[src/dtr_pkg_counter.sv]
`timescale 1ns/10ps
// ****************************************************************
// shared constants and types
// ****************************************************************
package dtr_pkg;
    localparam int unsigned CLK_HZ = 10_000_000;
    localparam int unsigned TRIG_CLK_HZ = 2_000_000;
    localparam int unsigned PRESCALE = CLK_HZ / TRIG_CLK_HZ;
    localparam int PRESCALE_W = 3;
    localparam logic [PRESCALE_W-1:0] PRESCALE_LAST = 3'(PRESCALE - 1);
    localparam int CNT0_W = 16;
    localparam int TRIG_HALF_W = 16;
    localparam int CODE_W = 12;
    localparam int CHAN_W = 3;
    localparam logic [CODE_W-1:0] CODE_ZERO = 12'h000;
    localparam logic [CODE_W-1:0] CODE_MID = 12'h800;
    localparam logic [CODE_W-1:0] CODE_FULL = 12'hfff;
    localparam logic CNT0_OUT_RESET = 1'b1;

    typedef struct packed {
        logic [CHAN_W-1:0] addr;
        logic [CODE_W-1:0] data;
    } dtr_dac_bus_type;
endpackage

// ****************************************************************
// reloading down-counter, terminal count on the tick taken while the count is one or zero
// ****************************************************************
module dtr_down_counter #(
    parameter int WIDTH = 16
) (
    // clock and reset
    input wire logic i_clock,
    input wire logic i_rst,
    // control
    input wire logic i_run,
    input wire logic i_tick,
    input wire logic [WIDTH-1:0] i_reload,
    // status
    output logic [WIDTH-1:0] o_count,
    output logic o_tc
);
    logic [WIDTH-1:0] count_q;

    // a reload of zero or one behaves as divide-by-one
    assign o_tc = i_run && i_tick && (count_q <= WIDTH'(1));
    assign o_count = count_q;

    always_ff @(posedge i_clock) begin
        if (i_rst || !i_run) begin
            count_q <= i_reload;
        end else if (o_tc) begin
            count_q <= i_reload;
        end else if (i_tick) begin
            count_q <= count_q - WIDTH'(1);
        end
    end
endmodule

[src/dtr_timers.sv]
`timescale 1ns/10ps
module dtr_timers (
    // clock and reset
    input wire logic i_clock,
    input wire logic i_rst,
    // host control levels
    input wire logic i_ref_enable,
    input wire logic i_cnt0_run,
    input wire logic [dtr_pkg::CNT0_W-1:0] i_cnt0_reload,
    input wire logic i_trig_run,
    input wire logic [dtr_pkg::TRIG_HALF_W-1:0] i_trig_reload_lo,
    input wire logic [dtr_pkg::TRIG_HALF_W-1:0] i_trig_reload_hi,
    input wire logic i_irq_en_cnt0,
    input wire logic i_irq_en_conv,
    input wire logic i_irq_clear,
    // channel code write
    input wire logic i_wr_valid,
    input wire dtr_pkg::dtr_dac_bus_type i_wr,
    // converter port
    output dtr_pkg::dtr_dac_bus_type o_dac_bus,
    output logic o_dac_load,
    output logic o_dac_start,
    output logic o_dac_zero,
    output logic o_ref_on,
    // counter pin and interrupt
    output logic o_cnt0_out,
    output logic o_irq
);
    // ****************************************************************
    // 2 MHz tick for the trigger chain
    // ****************************************************************
    logic [dtr_pkg::PRESCALE_W-1:0] presc_q;
    logic tick2m;

    assign tick2m = (presc_q == dtr_pkg::PRESCALE_LAST);

    always_ff @(posedge i_clock) begin
        if (i_rst || tick2m) begin
            presc_q <= '0;
        end else begin
            presc_q <= presc_q + dtr_pkg::PRESCALE_W'(1);
        end
    end

    // ****************************************************************
    // counters
    // ****************************************************************
    logic tc0;
    logic tc1;
    logic tc2;

    dtr_down_counter #(.WIDTH(dtr_pkg::CNT0_W)) u_cnt0 (
        .i_clock(i_clock),
        .i_rst(i_rst),
        .i_run(i_cnt0_run),
        .i_tick(1'b1),
        .i_reload(i_cnt0_reload),
        .o_count(),
        .o_tc(tc0)
    );

    dtr_down_counter #(.WIDTH(dtr_pkg::TRIG_HALF_W)) u_cnt1 (
        .i_clock(i_clock),
        .i_rst(i_rst),
        .i_run(i_trig_run),
        .i_tick(tick2m),
        .i_reload(i_trig_reload_lo),
        .o_count(),
        .o_tc(tc1)
    );

    // low half's terminal count clocks the high half
    dtr_down_counter #(.WIDTH(dtr_pkg::TRIG_HALF_W)) u_cnt2 (
        .i_clock(i_clock),
        .i_rst(i_rst),
        .i_run(i_trig_run),
        .i_tick(tc1),
        .i_reload(i_trig_reload_hi),
        .o_count(),
        .o_tc(tc2)
    );

    // square wave on the pin: toggles at each terminal count
    always_ff @(posedge i_clock) begin
        if (i_rst) begin
            o_cnt0_out <= dtr_pkg::CNT0_OUT_RESET;
        end else if (tc0) begin
            o_cnt0_out <= ~o_cnt0_out;
        end
    end

    // ****************************************************************
    // conversion start
    // ****************************************************************
    always_ff @(posedge i_clock) begin
        if (i_rst) begin
            o_dac_start <= 1'b0;
        end else begin
            o_dac_start <= tc2;
        end
    end

    // ****************************************************************
    // interrupt: sticky, set wins over clear
    // ****************************************************************
    logic cnt0_fall;

    assign cnt0_fall = tc0 && o_cnt0_out;

    always_ff @(posedge i_clock) begin
        if (i_rst) begin
            o_irq <= 1'b0;
        end else if ((cnt0_fall && i_irq_en_cnt0) || (tc2 && i_irq_en_conv)) begin
            o_irq <= 1'b1;
        end else if (i_irq_clear) begin
            o_irq <= 1'b0;
        end
    end

    // ****************************************************************
    // reference and channel codes
    // ****************************************************************
    always_ff @(posedge i_clock) begin
        if (i_rst) begin
            o_ref_on <= 1'b0;
            o_dac_zero <= 1'b1;
        end else begin
            o_ref_on <= i_ref_enable;
            o_dac_zero <= ~i_ref_enable;
        end
    end

    // codes pass untouched while i_ref_enable is high, CODE_ZERO otherwise: offset binary, same code feeds voltage and sink
    always_ff @(posedge i_clock) begin
        if (i_rst) begin
            o_dac_bus <= '0;
            o_dac_load <= 1'b0;
        end else begin
            o_dac_load <= i_wr_valid;
            if (i_wr_valid) begin
                o_dac_bus.addr <= i_wr.addr;
                o_dac_bus.data <= i_ref_enable ? i_wr.data : dtr_pkg::CODE_ZERO;
            end
        end
    end

    // ****************************************************************
    // checks
    // ****************************************************************
    chk_presc_period: assert property (@(posedge i_clock) disable iff (i_rst)
        tick2m |=> !tick2m [*4] ##1 tick2m)
        else $error("trigger tick period is not five clocks");

    chk_chain_tick: assert property (@(posedge i_clock) disable iff (i_rst)
        tc2 |-> tc1 && tick2m)
        else $error("high half counted without low half terminal count");

    chk_start_pulse: assert property (@(posedge i_clock) disable iff (i_rst)
        tc2 |=> o_dac_start ##1 !o_dac_start)
        else $error("start is not a single pulse after terminal count");

    chk_pin_toggle: assert property (@(posedge i_clock) disable iff (i_rst)
        tc0 |=> o_cnt0_out != $past(o_cnt0_out))
        else $error("counter pin did not toggle at terminal count");

    chk_irq_fall: assert property (@(posedge i_clock) disable iff (i_rst)
        (o_cnt0_out && tc0 && i_irq_en_cnt0) |=> o_irq && !o_cnt0_out)
        else $error("falling counter edge did not raise interrupt");

    chk_irq_conv: assert property (@(posedge i_clock) disable iff (i_rst)
        (tc2 && i_irq_en_conv) |=> o_irq && o_dac_start)
        else $error("conversion event did not raise interrupt");

    chk_irq_sticky: assert property (@(posedge i_clock) disable iff (i_rst)
        (o_irq && !i_irq_clear) |=> o_irq)
        else $error("interrupt dropped without a clear");

    chk_ref_reset: assert property (@(posedge i_clock)
        $past(i_rst) |-> !o_ref_on && o_dac_zero)
        else $error("reference not in standby after reset");

    chk_ref_zero: assert property (@(posedge i_clock) disable iff (i_rst)
        (!i_ref_enable && i_wr_valid) |=> o_dac_zero && o_dac_load
            && o_dac_bus.data == dtr_pkg::CODE_ZERO)
        else $error("output not forced to zero with reference off");

    chk_code_pass: assert property (@(posedge i_clock) disable iff (i_rst)
        (i_ref_enable && i_wr_valid) |=> o_dac_load && o_dac_bus == $past(i_wr))
        else $error("channel code or address not passed to converter port");

    chk_load_pulse: assert property (@(posedge i_clock) disable iff (i_rst)
        o_dac_load |-> $past(i_wr_valid))
        else $error("load pulse without a channel write");

    chk_pin_hold: assert property (@(posedge i_clock) disable iff (i_rst)
        !tc0 |=> $stable(o_cnt0_out))
        else $error("counter pin moved without terminal count");

    chk_ref_off: assert property (@(posedge i_clock) disable iff (i_rst)
        !i_ref_enable |=> o_dac_zero && !o_ref_on)
        else $error("outputs not forced to zero with reference disabled");

    chk_start_source: assert property (@(posedge i_clock) disable iff (i_rst)
        o_dac_start |-> $past(tc2))
        else $error("start pulse without a trigger terminal count");

    // set wins, so only a clear with no event in the same cycle may drop the line
    chk_irq_clear: assert property (@(posedge i_clock) disable iff (i_rst)
        (o_irq && i_irq_clear && !(cnt0_fall && i_irq_en_cnt0) && !(tc2 && i_irq_en_conv))
            |=> !o_irq)
        else $error("interrupt not dropped by a clear with no pending event");
endmodule

[config.mk]
export PLATFORM = sky130hd
export DESIGN_NAME = dtr_timers
export DESIGN_NICKNAME = d
export VERILOG_FILES = /design/src/dtr_pkg_counter.sv /design/src/dtr_timers.sv
export SDC_FILE = /design/constraint.sdc
export NUM_CORES = 1
export LEC_CHECK = 0
export BUFFER_PORTS_ARGS = -buffer_cell sky130_fd_sc_hd__buf_2
export CAP_MARGIN = 10
export CORE_UTILIZATION = 49
export DETAILED_ROUTE_END_ITERATION = 10
export PLACE_DENSITY = 0.83
export RECOVER_POWER = 25
export SLEW_MARGIN = 20
export SYNTH_ARGS = -nofsm -noshare
export SYNTH_HDL_FRONTEND = slang
export SYNTH_HIERARCHICAL = 1
export SYNTH_SLANG_ARGS = --single-unit
export TNS_END_PERCENT = 20
[constraint.sdc]
create_clock -name i_clock -period 2.6 [get_ports i_clock]
set_input_delay 0.26 -clock i_clock [delete_from_list [all_inputs] [get_ports i_clock]]
set_output_delay 0.26 -clock i_clock [all_outputs]
set_load 0.005 [all_outputs]
==> impl_metrics.env <==
export IMPL_crit_top_cell="nor4b_4"
export IMPL_clock_latency_ns=0.34
export IMPL_setup_worst_path_end_class="register"
export IMPL_crit_type="reg2reg"
export IMPL_wl_per_cell_um=13.7
export IMPL_grt_usage=0.206
export IMPL_wl_met1_um=3560
export IMPL_grt_pass1_vias=3092
export IMPL_ctsHoldBuffers=0
export IMPL_grt_pass1_wl_um=13600
export IMPL_outcome="finished clean"
export IMPL_cts_tree="done"
export IMPL_critical_path_cell_chain="nor4_4, nor4b_4, and3_1, nand2_2, nor4b_4, a41oi_4, buf_12, nor2_1, a21oi_1"
export IMPL_setup_worst_path_start_class="register"
export IMPL_async_flop_share=0
export IMPL_seqPwrFrac=0.522
export IMPL_avgSynthCellArea_um2=10.2
export IMPL_numPortBuffers=92
export IMPL_drive_above_1_share=0.291
export IMPL_clkTransAtPathRegs_ns=0.08
export IMPL_die_y_um=91.3
export IMPL_rows=32
export IMPL_cts_path_max_buffers=2
export IMPL_dr_pass1_iters=4
export IMPL_max_stage_delay_ns=0.44
export IMPL_hold_path_class="in2reg"
export IMPL_cp_max_fo=14
export IMPL_fillers=673
export IMPL_hold_viol=0
export IMPL_fin_cells=601
export IMPL_period_minus_slack_ns=2.49
export IMPL_wl_um=8260
export IMPL_ant_nets=0
export IMPL_io_pins=93
export IMPL_initial_core_util=0.505
export IMPL_ys_seq_area_frac=0.492
export IMPL_dp_cells=582
export IMPL_wl_met3_um=400
export IMPL_ys_flop_type="edfxtp_1"
export IMPL_root_buffer="clkbuf_8"
export IMPL_p_per_area_nw_per_um2=567
export IMPL_dp_final_hpwl_um=5850
export IMPL_worstReg2RegStart="u_cnt1/o_count[6]"
export IMPL_finalSetupViolCount=0
export IMPL_synthesis_instances=384
export IMPL_crit_required_ns=2.69
export IMPL_met2WireLength_um=4190
export IMPL_core_region_area_um2=7730
export IMPL_drc=0
export IMPL_yosysWarnings=6
export IMPL_p_int_mw=2.01
export IMPL_avgViaCountPerCell=5.23
export IMPL_synth_top_area_share=0.369
export IMPL_netSwitchingFraction=0.261
export IMPL_ir_worst_vdd_uv=335
export IMPL_top_layer="met4"
export IMPL_setup_slack_ns=0.108
export IMPL_syn_to_final_growth_pct=23.2
export IMPL_synth_cell_type_count=48
export IMPL_grt_max_degree=29
export IMPL_switching_power_uw=711
export IMPL_dieArea_um2=8330
export IMPL_reg2reg_slack_ns=0.11
export IMPL_die_x_um=91.3
export IMPL_crit_end="u_cnt2/o_count[10]"
export IMPL_fin_crit_sh=0.958
export IMPL_worst_ep_arrival_time_ns=2.58
export IMPL_antenna_found_initial=0
export IMPL_reg2reg_depth=9
export IMPL_cts_made_buffers=9
export IMPL_p_clk_frac=0.337
export IMPL_max_freq_mhz=401
export IMPL_finalHoldWorstSlack_ns=0.155
export IMPL_max_cap_viol_count=0
export IMPL_crit_start="u_cnt1/o_count[6]"
export IMPL_drtIter0Drc=115
export IMPL_numClockSinks=72
export IMPL_fin_area_um2=4810
export IMPL_rr_endpoint="u_cnt2/o_count[10]"
export IMPL_synth_top_area_cell="edfxtp_1"
export IMPL_skew_ns=0.00971
export IMPL_worst_slew_margin_rel=0.307
export IMPL_final_nets=574
export IMPL_cts_htree_levels=3
export IMPL_combPwrFrac=0.141
export IMPL_antenna_cells=0
export IMPL_synth_edf_count=48
export IMPL_worst_pin_slew_ns=1.04
export IMPL_vias=3146
export IMPL_cellLeakagePower_nw=1.88
export IMPL_synth_area_top_cells="edfxtp_1 37%, dfxtp_1 12%, a21oi_1 6.4%"
export IMPL_gp_congestion=0.792
export IMPL_dpl_instance_area_um2=4530
export IMPL_grt_overflow_total=0
export IMPL_crit_path_top_delay_cell="edfxtp_1"
export IMPL_ys_ff_latch=72
export IMPL_syn_area_um2=3900
export IMPL_rsz0062_at_grt="yes"
export IMPL_slew_viol_final=0
export IMPL_pre_cts_ws_ns=-0.0991
## power groups by stage
| stage | registers, mW | logic (mW) | clock network, mW |
|---|---|---|---|
| finish | 1.42 | 0.385 | 0.918 |
| global route | 1.43 | 0.432 | 0.985 |
| CTS | 1.42 | 0.376 | 0.947 |
| detailed placement | 1.45 | 0.370 | 0 |
| global placement | 1.44 | 0.355 | 0 |
| floorplan | 1.43 | 0.240 | 0 |
## kinds of logic after synthesis
kind of cell / synth area share
other cells: 0.000961
buf+inv: 0.0474
mux: 0.0240
xor+xnor: 0.0853
simple gates: 0.233
compound gates: 0.0917
flops: 0.492
fa+ha+maj: 0.0256
## cell usage in the layout (no fill, tap or decap), drive strengths merged, types with 2 or more instances in the layout
master,n
o31ai,3
nand2,11
nor4,10
and3,3
edfxtp,48
ha,8
nor4b,5
mux2,3
a21oi,51
xnor2,20
or2,3
nor3b,3
a31oi,6
o21ai,2
nand3,23
xor2,18
nor2,60
buf,108
clkbuf,17
dfxtp,24
or2b,2
nand2b,18
nor3,11
clkinv,3
or3,2
inv,13
nor2b,3
nand4,2
mux2i,6
conb,2
## synth_stat cells, drive strengths merged, types with 5 or more instances
cell type,count
a21oi,51
a31oi,6
buf,14
dfxtp,24
edfxtp,48
ha,8
inv,13
mux2i,6
nand2,11
nand2b,18
nand3,23
nor2,60
nor3,11
nor4,10
nor4b,5
xnor2,20
xor2,18
## area by class of cell
class,instances,area [um2],area share
Inverter,13,48.8,0.0101
Tap cell,102,128,0.0265
Multi-Input combinational cell,284,1860,0.386
Timing Repair Buffer,114,649,0.135
Clock buffer,11,151,0.0315
Clock inverter,5,55.1,0.0114
Sequential cell,72,1920,0.400
## flip-flops by register name, summed over array words and instances, names as in the netlist
name            count
u_cnt0/o_count     16
u_cnt1/o_count     16
u_cnt2/o_count     16
o_dac_bus          15
presc_q             3
o_cnt0_out          1
o_dac_load          1
o_dac_start         1
o_dac_zero          1
o_irq               1
o_ref_on            1
## critical path, delay by kind of cell (launching register included)
kind,cells,cell delay (ns)
AND/OR/NAND/NOR,6,1.30
buffers and inverters,1,0.21
AO/OA/AOI/OAI,2,0.28
flip-flops,1,0.44
## routing by layer
| layer | up-vias | global-route usage |
|---|---|---|
| li1 | 1575 | - |
| met1 | 1479 | 0.244 |
| met2 | 83 | 0.360 |
| met3 | 9 | 0.0570 |
| met4 | 0 | 0.0701 |
| met5 | - | 0 |
## per-stage QoR
stage	total power [mW]	TNS (ns)	utilization
after global routing	2.85	-0.0207	0.622
after global placement	1.79	0	0.587
final	2.73	0	0.622
after floorplan	1.67	0	-
after CTS	2.74	0	0.615
after detailed placement	1.82	-1.13	0.587
## worst min-delay path by stage
stage               cells after the start  startpoint            end  slack (ns)
floorplan                               1       i_rst     o_dac_load        0.33
global placement                        1  presc_q[0]     presc_q[0]        0.43
detailed placement                      1  presc_q[0]     presc_q[0]        0.45
CTS                                     3    i_wr[13]  o_dac_bus[13]        0.14
global route                            3    i_wr[13]  o_dac_bus[13]        0.15
finish                                  3    i_wr[13]  o_dac_bus[13]        0.16
## repair_timing
action                                  CTS  global route
gates cloned                              0             1
resized for setup                         2             3
pin swaps                                 1             1
endpoints found under the setup margin   15            15
setup buffers                             0             2
Power figures use the tool's default switching activity.
